--- config.mk ---
export PLATFORM = sky130hd
export DESIGN_NAME = fma_far_alu
export DESIGN_NICKNAME = d
export VERILOG_FILES = /design/src/shared/fma_pkg.sv /design/src/rtl/fma_far_alu.sv
export SDC_FILE = /design/constraint.sdc
export NUM_CORES = 1
export LEC_CHECK = 0
export ABC_CLOCK_PERIOD_IN_PS = 1600
export BUFFER_PORTS_ARGS = -buffer_cell sky130_fd_sc_hd__buf_4
export CAP_MARGIN = 20
export CORE_ASPECT_RATIO = 1.4
export CORE_MARGIN = 10
export CORE_UTILIZATION = 40
export DETAILED_ROUTE_END_ITERATION = 7
export GPL_ROUTABILITY_DRIVEN = 0
export PLACE_DENSITY_LB_ADDON = 0.15
export SLEW_MARGIN = 0
export SYNTH_ARGS = -nofsm -noshare
export SYNTH_HDL_FRONTEND = slang
export SYNTH_SLANG_ARGS = --single-unit
--- constraint.sdc ---
create_clock -name core_clk -period 1.6 [get_ports core_clk]
set_clock_uncertainty 0.05 [all_clocks]
set_input_delay 0.24 -clock core_clk [delete_from_list [all_inputs] [get_ports core_clk]]
set_output_delay 0.24 -clock core_clk [all_outputs]
set_load 0.03 [all_outputs]
--- src/shared/fma_pkg.sv ---
// Package of opcodes, field layouts and reset values for the far move/OR/rotate datapath.
package fma_pkg;

  // ****************************************************************
  // Operation codes presented by the decoder
  // ****************************************************************
  typedef enum logic [3:0] {
    FMA_OP_NONE              = 4'h0,
    FMA_OP_MOVE_TO_ACC       = 4'h1,
    FMA_OP_MOVE_TO_MEM       = 4'h2,
    FMA_OP_OR_TO_ACC         = 4'h3,
    FMA_OP_OR_TO_MEM         = 4'h4,
    FMA_OP_ROTL              = 4'h5,
    FMA_OP_ROTL_TO_ACC       = 4'h6,
    FMA_OP_ROTL_THRU_C       = 4'h7,
    FMA_OP_ROTL_THRU_C_ACC   = 4'h8,
    FMA_OP_ROTR              = 4'h9,
    FMA_OP_ROTR_TO_ACC       = 4'hA,
    FMA_OP_ROTR_THRU_C       = 4'hB,
    FMA_OP_ROTR_THRU_C_ACC   = 4'hC
  } fma_op_t;

  // ****************************************************************
  // Widths, bit positions and reset values
  // ****************************************************************
  localparam int unsigned FMA_DW      = 8;
  localparam int unsigned FMA_AW      = 16;
  localparam int unsigned FMA_TOP_BIT = 7;
  localparam int unsigned FMA_BOT_BIT = 0;
  localparam logic [7:0]  FMA_ACC_RST = 8'h00;
  localparam logic        FMA_FLG_RST = 1'b0;

  // ****************************************************************
  // Request from the decoder and answer toward memory and core
  // ****************************************************************
  typedef struct packed {
    logic                valid;
    fma_op_t             op;
    logic [FMA_AW-1:0]   addr;
  } fma_req_t;

  typedef struct packed {
    logic                we;
    logic [FMA_AW-1:0]   addr;
    logic [FMA_DW-1:0]   wdata;
  } fma_mem_wr_t;

endpackage

--- src/rtl/fma_far_alu.sv ---
// Datapath for far move, OR and rotate instructions on a data-memory byte.
//
// Contract
// - Move to accumulator loads the memory byte, flags untouched.
// - Move to memory writes the accumulator into the byte, flags untouched.
// - OR to accumulator stores ACC OR byte in ACC, updates zero only.
// - OR to memory writes ACC OR byte back, updates zero, ACC kept.
// - Plain left rotate in memory, bit 7 into bit 0, no flag change.
// - Plain left rotate result to accumulator, memory and flags unchanged.
// - Left rotate through carry in memory; old carry to bit 0, bit 7 to carry.
// - Left rotate through carry to accumulator; carry from bit 7, memory kept.
// - Plain right rotate in memory, bit 0 into bit 7, no flag change.
// - Plain right rotate result to accumulator, memory and flags unchanged.
// - Right rotate through carry; old carry to bit 7, bit 0 to carry.
module fma_far_alu
  import fma_pkg::*;
(
  input  wire logic                 core_clk,
  input  wire logic                 arst_n,
  input  wire fma_req_t             req,
  input  wire logic [FMA_DW-1:0]    mem_rdata,
  output logic                      busy,
  output logic                      mem_re,
  output logic [FMA_AW-1:0]         mem_raddr,
  output fma_mem_wr_t               mem_wr,
  output logic [FMA_DW-1:0]         acc,
  output logic                      flag_z,
  output logic                      flag_c,
  output logic                      done
);

  // ****************************************************************
  // Sequencer
  // ****************************************************************
  // Two phases: read the byte, then compute and commit. New requests are
  // ignored while busy, so no other access can split a read-modify-write.
  typedef enum logic [1:0] {
    FMA_ST_IDLE = 2'b01,
    FMA_ST_EXEC = 2'b10
  } fma_state_t;

  fma_state_t           state_q, state_d;
  fma_op_t              op_q;
  logic [FMA_AW-1:0]    addr_q;
  logic [FMA_DW-1:0]    acc_q, acc_d;
  logic                 z_q, z_d, c_q, c_d;
  logic                 busy_q, re_q, done_q;
  fma_mem_wr_t          wr_q, wr_d;

  function automatic logic [FMA_DW-1:0] rotl(input logic [FMA_DW-1:0] v, input logic in);
    rotl = {v[FMA_TOP_BIT-1:0], in};
  endfunction

  function automatic logic [FMA_DW-1:0] rotr(input logic [FMA_DW-1:0] v, input logic in);
    rotr = {in, v[FMA_TOP_BIT:1]};
  endfunction

  // ****************************************************************
  // Result selection
  // ****************************************************************
  wire logic                 take    = req.valid && (state_q == FMA_ST_IDLE);
  wire logic                 exec    = (state_q == FMA_ST_EXEC);
  wire logic [FMA_DW-1:0]    or_res  = acc_q | mem_rdata;
  wire logic                 top_in  = mem_rdata[FMA_TOP_BIT];
  wire logic                 bot_in  = mem_rdata[FMA_BOT_BIT];
  wire logic [FMA_DW-1:0]    rl_res  = rotl(mem_rdata, top_in);
  wire logic [FMA_DW-1:0]    rlc_res = rotl(mem_rdata, c_q);
  wire logic [FMA_DW-1:0]    rr_res  = rotr(mem_rdata, bot_in);
  wire logic [FMA_DW-1:0]    rrc_res = rotr(mem_rdata, c_q);

  always_comb begin
    acc_d      = acc_q;
    z_d        = z_q;
    c_d        = c_q;
    wr_d.we    = 1'b0;
    wr_d.addr  = addr_q;
    wr_d.wdata = wr_q.wdata;
    state_d    = state_q;
    unique case (state_q)
      FMA_ST_IDLE: begin
        if (take) begin
          state_d = FMA_ST_EXEC;
        end
      end
      FMA_ST_EXEC: begin
        state_d = FMA_ST_IDLE;
        unique case (op_q)
          FMA_OP_MOVE_TO_ACC: acc_d = mem_rdata;
          FMA_OP_MOVE_TO_MEM: begin
            wr_d.we    = 1'b1;
            wr_d.wdata = acc_q;
          end
          FMA_OP_OR_TO_ACC: begin
            acc_d = or_res;
            z_d   = (or_res == 8'h00);
          end
          FMA_OP_OR_TO_MEM: begin
            wr_d.we    = 1'b1;
            wr_d.wdata = or_res;
            z_d        = (or_res == 8'h00);
          end
          FMA_OP_ROTL: begin
            wr_d.we    = 1'b1;
            wr_d.wdata = rl_res;
          end
          FMA_OP_ROTL_TO_ACC: acc_d = rl_res;
          FMA_OP_ROTL_THRU_C: begin
            wr_d.we    = 1'b1;
            wr_d.wdata = rlc_res;
            c_d        = top_in;
          end
          FMA_OP_ROTL_THRU_C_ACC: begin
            acc_d = rlc_res;
            c_d   = top_in;
          end
          FMA_OP_ROTR: begin
            wr_d.we    = 1'b1;
            wr_d.wdata = rr_res;
          end
          FMA_OP_ROTR_TO_ACC: acc_d = rr_res;
          FMA_OP_ROTR_THRU_C: begin
            wr_d.we    = 1'b1;
            wr_d.wdata = rrc_res;
            c_d        = bot_in;
          end
          FMA_OP_ROTR_THRU_C_ACC: begin
            acc_d = rrc_res;
            c_d   = bot_in;
          end
          default: acc_d = acc_q;
        endcase
      end
      default: state_d = FMA_ST_IDLE;
    endcase
  end

  // ****************************************************************
  // State registers
  // ****************************************************************
  always_ff @(posedge core_clk or negedge arst_n) begin
    if (!arst_n) begin
      state_q <= FMA_ST_IDLE;
      op_q    <= FMA_OP_NONE;
      addr_q  <= '0;
      acc_q   <= FMA_ACC_RST;
      z_q     <= FMA_FLG_RST;
      c_q     <= FMA_FLG_RST;
      wr_q    <= '0;
      busy_q  <= 1'b0;
      re_q    <= 1'b0;
      done_q  <= 1'b0;
    end else begin
      state_q <= state_d;
      if (take) begin
        op_q   <= req.op;
        addr_q <= req.addr;
      end
      acc_q  <= acc_d;
      z_q    <= z_d;
      c_q    <= c_d;
      wr_q   <= wr_d;
      busy_q <= take;
      re_q   <= take;
      done_q <= exec;
    end
  end

  assign busy      = busy_q;
  assign mem_re    = re_q;
  assign mem_raddr = addr_q;
  assign mem_wr    = wr_q;
  assign acc       = acc_q;
  assign flag_z    = z_q;
  assign flag_c    = c_q;
  assign done      = done_q;

  // ****************************************************************
  // Checks
  // ****************************************************************
  a_move_acc_load: assert property (@(posedge core_clk) disable iff (!arst_n)
    exec && op_q == FMA_OP_MOVE_TO_ACC |=> acc == $past(mem_rdata) && $stable(flag_z)
      && $stable(flag_c) && !mem_wr.we) else $error("move to acc wrong");
  a_move_mem_write: assert property (@(posedge core_clk) disable iff (!arst_n)
    exec && op_q == FMA_OP_MOVE_TO_MEM |=> mem_wr.we && mem_wr.wdata == $past(acc)
      && $stable(acc) && $stable(flag_c)) else $error("move to mem wrong");
  a_or_acc_zero: assert property (@(posedge core_clk) disable iff (!arst_n)
    exec && op_q == FMA_OP_OR_TO_ACC |=> acc == ($past(acc) | $past(mem_rdata))
      && flag_z == (acc == 8'h00) && $stable(flag_c)) else $error("or to acc wrong");
  a_or_mem_keep: assert property (@(posedge core_clk) disable iff (!arst_n)
    exec && op_q == FMA_OP_OR_TO_MEM |=> mem_wr.we && $stable(acc) && $stable(flag_c)
      && mem_wr.wdata == ($past(acc) | $past(mem_rdata))
      && flag_z == (mem_wr.wdata == 8'h00)) else $error("or to mem wrong");
  a_rotl_mem: assert property (@(posedge core_clk) disable iff (!arst_n)
    exec && op_q == FMA_OP_ROTL |=> mem_wr.we && $stable(flag_c)
      && mem_wr.wdata == {$past(mem_rdata[6:0]), $past(mem_rdata[7])}) else $error("rotl bad");
  a_rotl_acc: assert property (@(posedge core_clk) disable iff (!arst_n)
    exec && op_q == FMA_OP_ROTL_TO_ACC |=> !mem_wr.we
      && acc == {$past(mem_rdata[6:0]), $past(mem_rdata[7])}) else $error("rotl acc bad");
  a_rotlc_mem: assert property (@(posedge core_clk) disable iff (!arst_n)
    exec && op_q == FMA_OP_ROTL_THRU_C |=> mem_wr.we && flag_c == $past(mem_rdata[7])
      && mem_wr.wdata == {$past(mem_rdata[6:0]), $past(flag_c)}) else $error("rotlc bad");
  a_rotlc_acc: assert property (@(posedge core_clk) disable iff (!arst_n)
    exec && op_q == FMA_OP_ROTL_THRU_C_ACC |=> !mem_wr.we && flag_c == $past(mem_rdata[7])
      && acc == {$past(mem_rdata[6:0]), $past(flag_c)}) else $error("rotlc acc bad");
  a_rotr_mem: assert property (@(posedge core_clk) disable iff (!arst_n)
    exec && op_q == FMA_OP_ROTR |=> mem_wr.we && $stable(flag_z)
      && mem_wr.wdata == {$past(mem_rdata[0]), $past(mem_rdata[7:1])}) else $error("rotr bad");
  a_rotr_acc: assert property (@(posedge core_clk) disable iff (!arst_n)
    exec && op_q == FMA_OP_ROTR_TO_ACC |=> !mem_wr.we
      && acc == {$past(mem_rdata[0]), $past(mem_rdata[7:1])}) else $error("rotr acc bad");
  a_rotrc_mem: assert property (@(posedge core_clk) disable iff (!arst_n)
    exec && op_q == FMA_OP_ROTR_THRU_C |=> mem_wr.we && flag_c == $past(mem_rdata[0])
      && mem_wr.wdata == {$past(flag_c), $past(mem_rdata[7:1])}) else $error("rotrc bad");
  a_rotrc_acc: assert property (@(posedge core_clk) disable iff (!arst_n)
    exec && op_q == FMA_OP_ROTR_THRU_C_ACC |=> !mem_wr.we && flag_c == $past(mem_rdata[0])
      && acc == {$past(flag_c), $past(mem_rdata[7:1])}) else $error("rotrc acc bad");
  a_rmw_atomic: assert property (@(posedge core_clk) disable iff (!arst_n)
    take |=> busy ##1 (!busy && done && mem_wr.addr == $past(mem_raddr)))
    else $error("rmw not atomic");

endmodule

# Yosys cells after proc, flatten, opt, wreduce, memory -nomap -nowiden
# Index checks and enable logic that the tools add are counted.
[word_totals]
word_cells = 47
inputBits = 31
ff_bits = 59
[classes]
bitwise = 1
mux = 7
n_reduce_logical = 13
n_eq_ne = 15
[ops]
columns = ["cell", "n"]
rows = [
  ["case mux 8 bit (6 select lines)", 2],
  ["equality test 4 bit (second input constant)", 5],
  ["equality test 4 x 3 -> 1 bit (second input constant)", 4],
  ["nonzero test 6 bit", 2],
  ["equality test 4 x 2 -> 1 bit (second input constant)", 2],
  ["zero test 8 bit", 1],
  ["bitwise OR 8 bit", 1],
  ["AND reduction 2 bit", 4],
  ["OR reduction 2 bit", 3],
  ["OR reduction 6 bit", 1],
  ["equality test 4 x 1 -> 1 bit (second input constant)", 1],
  ["two-way mux 2 bit", 2],
  ["equality test 2 x 1 -> 1 bit (second input constant)", 1],
  ["equality test 2 bit (second input constant)", 1],
  ["two-way mux 1 bit", 2],
  ["inequality test 2 bit (second input constant)", 1],
  ["case mux 1 bit (2 select lines)", 1],
  ["nonzero test 2 bit", 1],
  ["logical AND 1 bit", 1],
]

# Longest topological paths before layout
# Gate-level depths: netlist of the first run.
[depth]
word_depth = 4
ltp_mapped = 8
mapped_depth_nobuf = 5

# Least setup slack after synthesis of the first run
# OpenSTA, ideal clock, no wires.
[synth_path]
path_type = "flip-flop to flip-flop"
startpoint = "reg op_q[2]"
endpoint = "reg wr_q, in the netlist mem_wr[0]"
path_stages_with_launch = 8
setup_ns = 0.133
setup_slack_ns = -0.066
required_time_ns = 1.417
period_less_slack_ns = 1.666
t_arrival_ns = 1.483
path_cell_list = "dfrtp_1 > buf_2 > or3b_2 > a21oi_1 > o21ai_2 > buf_2 > nand2_1 > o21ai_0"
[synth_via]
elab_chain_len = 3
[synth_rtl]
columns = ["item", "line", "rtl"]
rows = [
  ["start, declared", "fma_far_alu.sv:43", "fma_op_t op_q;"],
  ["start signal, assigned", "fma_far_alu.sv:155", "op_q <= req.op;"],
  ["equality test 4 bit, or another cell as far along", "fma_far_alu.sv:87", "unique case (op_q)"],
  ["nonzero test 6 bit (no line)", "-", ""],
  ["AND reduction 2 bit (no line)", "-", ""],
  ["end signal, assigned", "fma_far_alu.sv:161", "wr_q <= wr_d;"],
  ["end, declared", "fma_far_alu.sv:48", "fma_mem_wr_t wr_q, wr_d;"],
]
# Parallel ways exist; a longest one is shown, timed or not.
# A chain may end at the register's enable or synchronous reset.

# Worst setup path in the final report of the first run
[layout_path]
startpoint = "reg op_q[1]"
endpoint = "reg acc_q[7], in the netlist acc[7]"
[layout_via]
elab_chain_len = 3
[layout_rtl]
columns = ["item", "line", "rtl"]
rows = [
  ["equality test 4 bit, or another cell as far along", "fma_far_alu.sv:87", ""],
  ["nonzero test 6 bit (no line)", "-", ""],
  ["AND reduction 2 bit (no line)", "-", ""],
  ["end signal, assigned", "fma_far_alu.sv:145", "acc_q <= FMA_ACC_RST;"],
  ["end signal, assigned", "fma_far_alu.sv:158", "acc_q <= acc_d;"],
  ["end, declared", "fma_far_alu.sv:45", "logic [FMA_DW-1:0] acc_q, acc_d;"],
]
# Parallel ways exist; a longest one is shown, timed or not.

==> impl_metrics.ini, run 1 <==
[routing]
firstDrtPassIters = 5
post-route-drc-count = 0
via_count = 2805
post_drt_wl_per_cell_um = 16.7
route.antenna.remaining_nets = 0
drt_iter0_drc = 276
routed_wl_mm = 8.93
drt-vias-per-instance = 5.25

[cts]
cts_tree = built
insertion_delay_ns = 0.34
htree_levels = 3
cts_inserted_buffers = 9
cts_sinks = 59
cts_root_buf = clkbuf_8
clockBufferDepth = 2
clkTransAtPathRegs_ns = 0.07

[worst_setup_path]
r2r-start = op_q[1]
cp-startpoint = op_q[1]
crit_path_top_delay_cell = or3b_4
worstSetupStartpointType = register
timing.rr.end = acc[7]
path_class = reg2reg
worst_r2r_path_depth = 5
cp_max_fo = 7
critPathCaptureType = register
crit_required_ns = 1.77
crit_chain = or3b_4 > o211ai_4 > nand2_4 > o22ai_2 > a221oi_2
arrival_ns = 1.81
max_stage_delay_ns = 0.47
r2r_slack_ns = -0.04

[run]
max_cap_violations = 0

[logic_synthesis]
syn_inst = 335
async_reset_ff_share_pct = 100
ys_ff_latch = 59
yosysSeqAreaShare_pct = 49.2
syn_nets = 366
syn_area_um2 = 3000
ys_warn_count = 0
synth_cell_types = 49
avgSynthCellArea_um2 = 8.96
ys.flop_type = dfrtp_1
synth-edff-count = 0

[timing]
hold_violations = 0
max_freq_ghz = 0.610
tightestPinTransition_ns = 0.425
report.final.slew_viol_count = 0
worst_slack_ns = -0.0387
fin_crit_sh_pct = 102
setup_violations = 2
relSlewSlack_pct = 71.7
rsz0062_at_grt = yes
finalCriticalPeriod_ns = 1.64

[place]
dpl_cell_area_um2 = 3780
dp_hpwl_mm = 6.29
placedCellCount = 506
place_ws_ns = -0.163
io_buffers = 84

[global_routing]
antenna_found_initial = 0
grt_pass1_vias = 2861
grt_max_degree = 39
grtUsageTotal_pct = 15.4
overflow = 0
grt_pass1_wl_mm = 14.0

[finish]
fin_cells = 534
mostFrequentLayoutCell = buf_4
nNetsFinal = 463
n_antenna_cell = 0
fin_util_pct = 59.4
multi_input_comb_area_um2 = 1470
final_cell_mix = buf_4, nand2_1, dfrtp_1
area_growth_pct = 44.9
final-seq-area_um2 = 1480
drive_gt1_share_pct = 44.4
fin_area_um2 = 4350
fillCellCount = 677

[floorplanning]
fp.dieH_um = 122
die_w_um = 93.2
rows = 37
start_util_pct = 41.0
core_area_um2 = 7310
ios = 85
die_area_um2 = 11400

[power]
p_leak_nw = 2.08
clkPwrFrac_pct = 20.8
internal_power_mw = 4.30
combPwrFrac_pct = 47.4
power_switching_mw = 3.01
switching_share_pct = 41.2
peakVddDrop_mv = 0.865
powerDensity_nw_per_um2 = 1680
power_mw = 7.31
p_seq_share_pct = 31.8

[outcome]
outcome = complete, but fails checks
violations = negative setup slack

[hold_path]
hold_depth = 3
hold_path.class = in2reg
min_to = mem_raddr[12]
min_from = req[12]
power by group through the flow:
stage / Clock, mW / Combinational [mW] / Sequential, mW
2_1_floorplan: 0 / 1.40 / 2.84
3_3_place_gp: 0 / 3.08 / 2.31
3_5_place_dp: 0 / 3.11 / 2.33
4_1_cts: 1.55 / 3.36 / 2.31
5_1_grt: 1.62 / 3.73 / 2.38
6_report: 1.52 / 3.46 / 2.32
how the worst max path moves through the flow:
stage,end,depth (start not counted)
final,acc[7],5
after floorplan,acc[7],6
after detailed placement,flag_z,6
after CTS,acc[1],6
after global routing,acc[7],6
after global placement,flag_z,6
worst max-delay path, delay by kind of cell, from the launching register on:
kind | cells | cell delay (ns)
DFF | 1 | 0.43
and+or+nand+nor | 2 | 0.60
AOI/OAI and AO/OA | 3 | 0.43
layer usage:
metal / track usage, % / vias up / share of wire [%]
li1: - / 1324 / -
met1: 16.2 / 1342 / 37
met2: 26.9 / 120 / 53
met3: 5.01 / 19 / 7.9
met4: 8.12 / 0 / 2.2
met5: 0 / - / 0
synthesized netlist by cell type (2+ instances only):
master | count | area [µm²]
nand2_1 | 82 | 308
dfrtp_1 | 58 | 1450
a21oi_1 | 27 | 135
buf_4 | 19 | 143
o21ai_0 | 15 | 75.1
nor3_1 | 13 | 65.1
clkbuf_1 | 12 | 45.0
buf_2 | 9 | 45.0
inv_1 | 9 | 33.8
nand2b_1 | 9 | 56.3
nor2_1 | 8 | 30.0
a221oi_1 | 6 | 52.6
o22ai_1 | 6 | 37.5
mux2_2 | 5 | 56.3
o31ai_1 | 5 | 37.5
a31oi_1 | 3 | 18.8
buf_1 | 3 | 11.3
nand3b_1 | 3 | 22.5
xnor2_1 | 3 | 26.3
a2bb2oi_1 | 2 | 17.5
and2_1 | 2 | 12.5
nand3_1 | 2 | 10.0
nand4bb_1 | 2 | 22.5
nor3b_1 | 2 | 15.0
nor4_1 | 2 | 12.5
o21ai_1 | 2 | 10.0
o31ai_2 | 2 | 25.0
o32ai_1 | 2 | 17.5
or4_1 | 2 | 15.0
stage by stage:
| stage | TNS, ns | hold WS [ns] |
|---|---|---|
| after floorplan | 0 | -0.106 |
| after global placement | -0.872 | 0.108 |
| after detailed placement | -1.46 | 0.105 |
| after CTS | -0.0708 | 0.0245 |
| after global routing | -1.16 | 0.0287 |
| final | -0.0523 | 0.0336 |
flip-flops by register name (all words and copies together), names as in the netlist:
register / cells
flag_c: 1
done: 1
mem_wr: 25
state_q: 2
mem_re: 1
op_q: 4
mem_raddr: 16
acc: 8
flag_z: 1
cell families (layout without fill, tap and decap cells):
family / after synthesis / count (layout) / share of synthesized area, %
buffers and inverters: 53 / 153 / 9.63
DFF: 59 / 59 / 49.2
muxes: 5 / 5 / 1.88
xor gates and xnor gates: 4 / 4 / 1.17
AOI/OAI and AO/OA: 78 / 78 / 16.7
and+or+nand+nor: 136 / 138 / 21.4
area by class of cell:
class / count / share of cell area (%)
Multi-Input combinational cell: 225 / 33.9
Tap cell: 97 / 2.79
Sequential cell: 59 / 34.1
Clock inverter: 4 / 1.70
Inverter: 9 / 0.777
Timing Repair Buffer: 128 / 23.4
Clock buffer: 12 / 3.34
timing repair:
item,in CTS,in global routing
endpoints found under the setup margin,18,18
resized for setup,35,25
endpoints found under the hold margin,21,0
hold buffers,1,0
gates cloned,2,0
setup buffers,5,5
pin swaps,5,9
(Power assumes the default switching activity.)
==> inputs of run 2 (changes only) <==
--- a/config.mk
+++ b/config.mk
@@ -5,7 +5,7 @@
 export SDC_FILE = /design/constraint.sdc
 export NUM_CORES = 1
 export LEC_CHECK = 0
-export ABC_CLOCK_PERIOD_IN_PS = 1600
+export ABC_CLOCK_PERIOD_IN_PS = 1500
 export BUFFER_PORTS_ARGS = -buffer_cell sky130_fd_sc_hd__buf_4
 export CAP_MARGIN = 20
 export CORE_ASPECT_RATIO = 1.4
==> constraint.sdc (replaced) <==
create_clock -name core_clk -period 1.5 [get_ports core_clk]
set_clock_uncertainty 0.05 [all_clocks]
set_input_delay 0.225 -clock core_clk [delete_from_list [all_inputs] [get_ports core_clk]]
set_output_delay 0.225 -clock core_clk [all_outputs]
set_load 0.03 [all_outputs]
==> run 2 against run 1 <==
Net effect: the flow still finishes with violations (negative setup slack); die area did not move; worst hold slack lost 0.017 ns; total power grew 5.4%; sequential share of layout area is 0.65 points lower; combinational power increased by 14%; register-to-register slack worse by 0.14 ns; clock-buffer cell count is 2 lower; highest routed layer unchanged; core utilization up 1.1 points; critical path depth grew 1; wire length rose by 2.4%; critical endpoint is now acc[4].
==> impl_metrics.ini, run 2 (same netlist as run 1, synthesis figures left out) <==
[outcome]
outcome = complete, but fails checks
violations = negative setup slack

[floorplanning]
fp.dieH_um = 122
die_area_um2 = 11400
die_w_um = 93.2
rows = 37
ios = 85
core_area_um2 = 7310
start_util_pct = 41.0

[routing]
route.antenna.remaining_nets = 0
via_count = 2853
routed_wl_mm = 9.15
drt_iter0_drc = 236
drt-vias-per-instance = 5.27
firstDrtPassIters = 5
post-route-drc-count = 0
post_drt_wl_per_cell_um = 16.9

[place]
placedCellCount = 510
io_buffers = 84
dp_hpwl_mm = 6.39

[timing]
tightestPinTransition_ns = 0.468
hold_violations = 0
setup_violations = 18
relSlewSlack_pct = 68.8
max_freq_ghz = 0.596
worst_slack_ns = -0.178
fin_crit_sh_pct = 112
report.final.slew_viol_count = 0
finalCriticalPeriod_ns = 1.68
rsz0062_at_grt = yes

[power]
p_leak_nw = 2.12
peakVddDrop_mv = 0.723
p_seq_share_pct = 32.0
combPwrFrac_pct = 51.2
power_switching_mw = 3.32
internal_power_mw = 4.38
clkPwrFrac_pct = 16.8
powerDensity_nw_per_um2 = 1740
switching_share_pct = 43.1

[worst_setup_path]
worst_r2r_path_depth = 6
crit_required_ns = 1.69
timing.rr.end = acc[4]
critPathCaptureType = register
path_class = reg2reg
r2r-start = op_q[1]
arrival_ns = 1.87
r2r_slack_ns = -0.18
worstSetupStartpointType = register
cp_max_fo = 7

[finish]
final_cell_mix = buf_4, nand2_1, dfrtp_1
nNetsFinal = 470
n_antenna_cell = 0
drive_gt1_share_pct = 45.9
mostFrequentLayoutCell = buf_4
fin_util_pct = 60.6
fin_cells = 541
area_growth_pct = 47.7
largest_register_ffs = 25

[global_routing]
overflow = 0
antenna_found_initial = 0
met2_usage_pct = 28.6
grt_pass1_vias = 2983
grt_pass1_wl_mm = 14.8
grt_busiest_layer = met2
grtUsageTotal_pct = 16.2
grtUsageMet3_pct = 4.95
met1_usage_pct = 16.9
grt_max_degree = 60

[hold_path]
min_to = mem_raddr[9]
hold_path.class = in2reg
hold_depth = 3
min_from = req[9]

[cts]
cts_root_buf = clkbuf_8
clkTransAtPathRegs_ns = 0.07
clockBufferDepth = 2
insertion_delay_ns = 0.34
cts_tree = built
htree_levels = 3
cts_inserted_buffers = 9
cts_sinks = 59

[run]
max_cap_violations = 0
==> run 2: final cells by class <==
cell class              count  area, µm²
fillers                   676       2880
multi-input cells         226       1540
flip-flops and latches     59       1480
repair buffers            134       1080
clock buffers              10        138
well taps                  97        121
clock inverters             6       40.0
inverters                   9       33.8
==> run 2: worst max path at each step <==
stage / from / endpoint / slack (ns)
4_1_cts: op_q[2] / acc[7] / -0.10
2_1_floorplan: op_q[2] / acc[1] / -0.03
3_3_place_gp: op_q[0] / acc[1] / -0.21
3_5_place_dp: op_q[0] / acc[5] / -0.25
6_report: op_q[1] / acc[4] / -0.18
5_1_grt: op_q[1] / acc[4] / -0.32
==> run 2: worst max-delay path, cell delays in order (launching register included) <==
cell and delay, ns:
dfrtp_2 0.45, buf_6 0.16, and2_4 0.16, buf_4 0.14, o22ai_2 0.27, nor2_1 0.09
o31ai_1 0.27
==> run 2: per-layer routing <==
metal	share of wire, %	wire (µm)
met5	0	0
met1	37	3420
met3	7.2	657
met2	52	4750
met4	3.4	315
==> run 2: what timing repair did <==
action | CTS | global route
setup endpoints to repair | 19 | 19
buffers inserted | 9 | 1
hold endpoints to repair | 58 | 0
gates cloned | 3 | 1
pin swaps | 15 | 9
resized for setup | 35 | 23
hold buffers | 1 | 0
==> run 2: through the flow <==
stage / TNS [ns] / hold slack, ns / worst slack, ns / cell area (µm²) / power, mW
after floorplan: -0.220 / -0.121 / -0.0295 / 3100 / 4.64
after global placement: -3.09 / 0.188 / -0.212 / 3860 / 5.90
after detailed placement: -3.68 / 0.188 / -0.255 / 3860 / 5.94
after CTS: -1.51 / 0.00968 / -0.105 / 4320 / 7.58
after global routing: -3.31 / 0.0162 / -0.317 / 4430 / 8.15
final: -1.77 / 0.0165 / -0.178 / 4430 / 7.70
==> run 2: power by group through the flow <==
stage | registers [mW] | logic, mW | clock network, mW
2_1_floorplan | 3.03 | 1.61 | 0
3_3_place_gp | 2.46 | 3.44 | 0
3_5_place_dp | 2.48 | 3.46 | 0
4_1_cts | 2.45 | 3.80 | 1.32
5_1_grt | 2.52 | 4.23 | 1.40
6_report | 2.46 | 3.94 | 1.30
==> inputs of run 3 (changes only) <==
--- a/config.mk
+++ b/config.mk
@@ -10,7 +10,8 @@
 export CAP_MARGIN = 20
 export CORE_ASPECT_RATIO = 1.4
 export CORE_MARGIN = 10
-export CORE_UTILIZATION = 40
+export CORE_UTILIZATION = 47
+export CTS_CLUSTER_DIAMETER = 100
 export DETAILED_ROUTE_END_ITERATION = 7
 export GPL_ROUTABILITY_DRIVEN = 0
 export PLACE_DENSITY_LB_ADDON = 0.15
==> run 3 against run 2 <==
Net effect: the run still ends with negative setup slack left; largest cell class unchanged; critical path type unchanged; clock-buffer cell count increased by 1; final cell count decreased by 6.3%; highest routed layer unchanged; first-iteration DRC count is 3.8% higher; largest power group unchanged.
==> impl_metrics.ini, run 3 (same netlist as run 1, synthesis figures left out) <==
[hold_path]
hold_path.class = in2reg
min_from = req[4]

[routing]
drt_iter0_drc = 245
firstDrtPassIters = 7
route.antenna.remaining_nets = 0
routed_wl_mm = 9.08
post-route-drc-count = 0
drt-vias-per-instance = 5.56
post_drt_wl_per_cell_um = 17.9
via_count = 2820

[global_routing]
grt_pass1_vias = 2927
overflow = 0
antenna_found_initial = 0
grt_max_degree = 40
grtUsageTotal_pct = 17.8
grt_pass1_wl_mm = 14.3

[worst_setup_path]
critPathCaptureType = register
cp-startpoint = op_q[0]
r2r_slack_ns = -0.21
r2r-start = op_q[0]
path_class = reg2reg
worstSetupStartpointType = register
crit_required_ns = 1.67
cp_max_fo = 8
arrival_ns = 1.89

[floorplanning]
die_w_um = 87.5
die_area_um2 = 10000
ios = 85
core_area_um2 = 6210
fp.dieH_um = 115
rows = 34
start_util_pct = 48.3

[timing]
finalCriticalPeriod_ns = 1.71
hold_violations = 0
fin_crit_sh_pct = 114
worst_slack_ns = -0.214
rsz0062_at_grt = yes
setup_violations = 19
timing.hold.ws_ns = 0.0167
tightestPinTransition_ns = 0.348
finalSetupTns_ns = -3.13
max_freq_ghz = 0.583
report.final.slew_viol_count = 0
relSlewSlack_pct = 76.8

[power]
powerDensity_nw_per_um2 = 1840
peakVddDrop_mv = 1.19
p_leak_nw = 2.12

[outcome]
violations = negative setup slack
outcome = complete, but fails checks

[finish]
drive_gt1_share_pct = 47.4
nNetsFinal = 462
n_antenna_cell = 0
mostFrequentLayoutCell = buf_4
fin_cells = 507
final_cell_mix = buf_4, nand2_1, dfrtp_1
fin_util_pct = 71.4
largest_register_ffs = 25
fillCellCount = 468
area_growth_pct = 47.8

[cts]
cts_inserted_buffers = 9
cts_tree = built
insertion_delay_ns = 0.34
clockBufferDepth = 2
cts_sinks = 59
clkTransAtPathRegs_ns = 0.07
htree_levels = 3
cts_root_buf = clkbuf_8

[place]
placedCellCount = 482
place_ws_ns = -0.298
dp_hpwl_mm = 6.23
io_buffers = 84

[run]
max_cap_violations = 0
==> run 3: cell count changes in the layout (fill, tap and decap cells not counted), moves of 2 or more <==
| cell | change |
|---|---|
| clkinv_2 | -3 |
| nand2_4 | +2 |
| nand2_1 | -5 |
| nand2_2 | +3 |
| o21ai_1 | -4 |
| nor3_1 | -4 |
| nor3_2 | +4 |
| o21ai_2 | +3 |
| buf_4 | -8 |
| bufinv_16 | +3 |
==> run 3: per-stage QoR <==
stage          total power, mW  instance area, µm²
6_report                  8.18                4430
5_1_grt                   8.60                4430
4_1_cts                   8.00                4300
2_1_floorplan             4.64                3100
3_3_place_gp              5.82                3820
3_5_place_dp              5.89                3820
==> run 3: worst max-delay path, cell delays in order, from the launching register on <==
cell and delay, ns:
dfrtp_2 0.47, buf_6 0.14, or3b_4 0.38, a21oi_4 0.17, o21ai_4 0.11, buf_6 0.17
nand2_2 0.05, o21ai_1 0.06
==> run 3: path summary, 6_finish.rpt <==
path | endpoint | cells past startpoint
max in group asynchronous | state_q[0] | 3
worst min register to register | mem_wr[22] | 0
worst min-delay path | mem_raddr[4] | 3
worst max register to register | mem_wr[3] | 7
worst max-delay path | mem_wr[3] | 7
min in group asynchronous | mem_wr[18] | 2
==> run 3: where the power goes <==
group | internal, mW | switching, mW
registers | 2.05 | 0.440
clock network | 1.18 | 0.627
logic | 1.64 | 2.24
==> run 3: metal layers <==
metal	wire, µm	GRT usage [%]	share of wire [%]	vias to the layer above
met1	3430	19.7	38	1325
met4	321	9.70	3.5	0
met5	0	0	0	-
met3	777	5.77	8.6	23
li1	-	-	-	1330
met2	4550	29.1	50	142
==> run 3: layout make-up <==
cell class              count  area (µm²)  area share (%)
clock buffers              11         151            3.41
clock inverters             4        97.6            2.20
inverters                   9        33.8           0.762
multi-input cells         225        1550            35.0
flip-flops and latches     59        1480            33.4
well taps                  72        90.1            2.03
repair buffers            127        1020            23.1
==> run 3: what timing repair did <==
action / CTS / global route
resized for setup: 45 / 23
hold endpoints to repair: 20 / 0
buffers inserted: 3 / 4
pin swaps: 7 / 12
setup endpoints to repair: 19 / 19
cloned: 2 / 1
hold buffers: 1 / 0
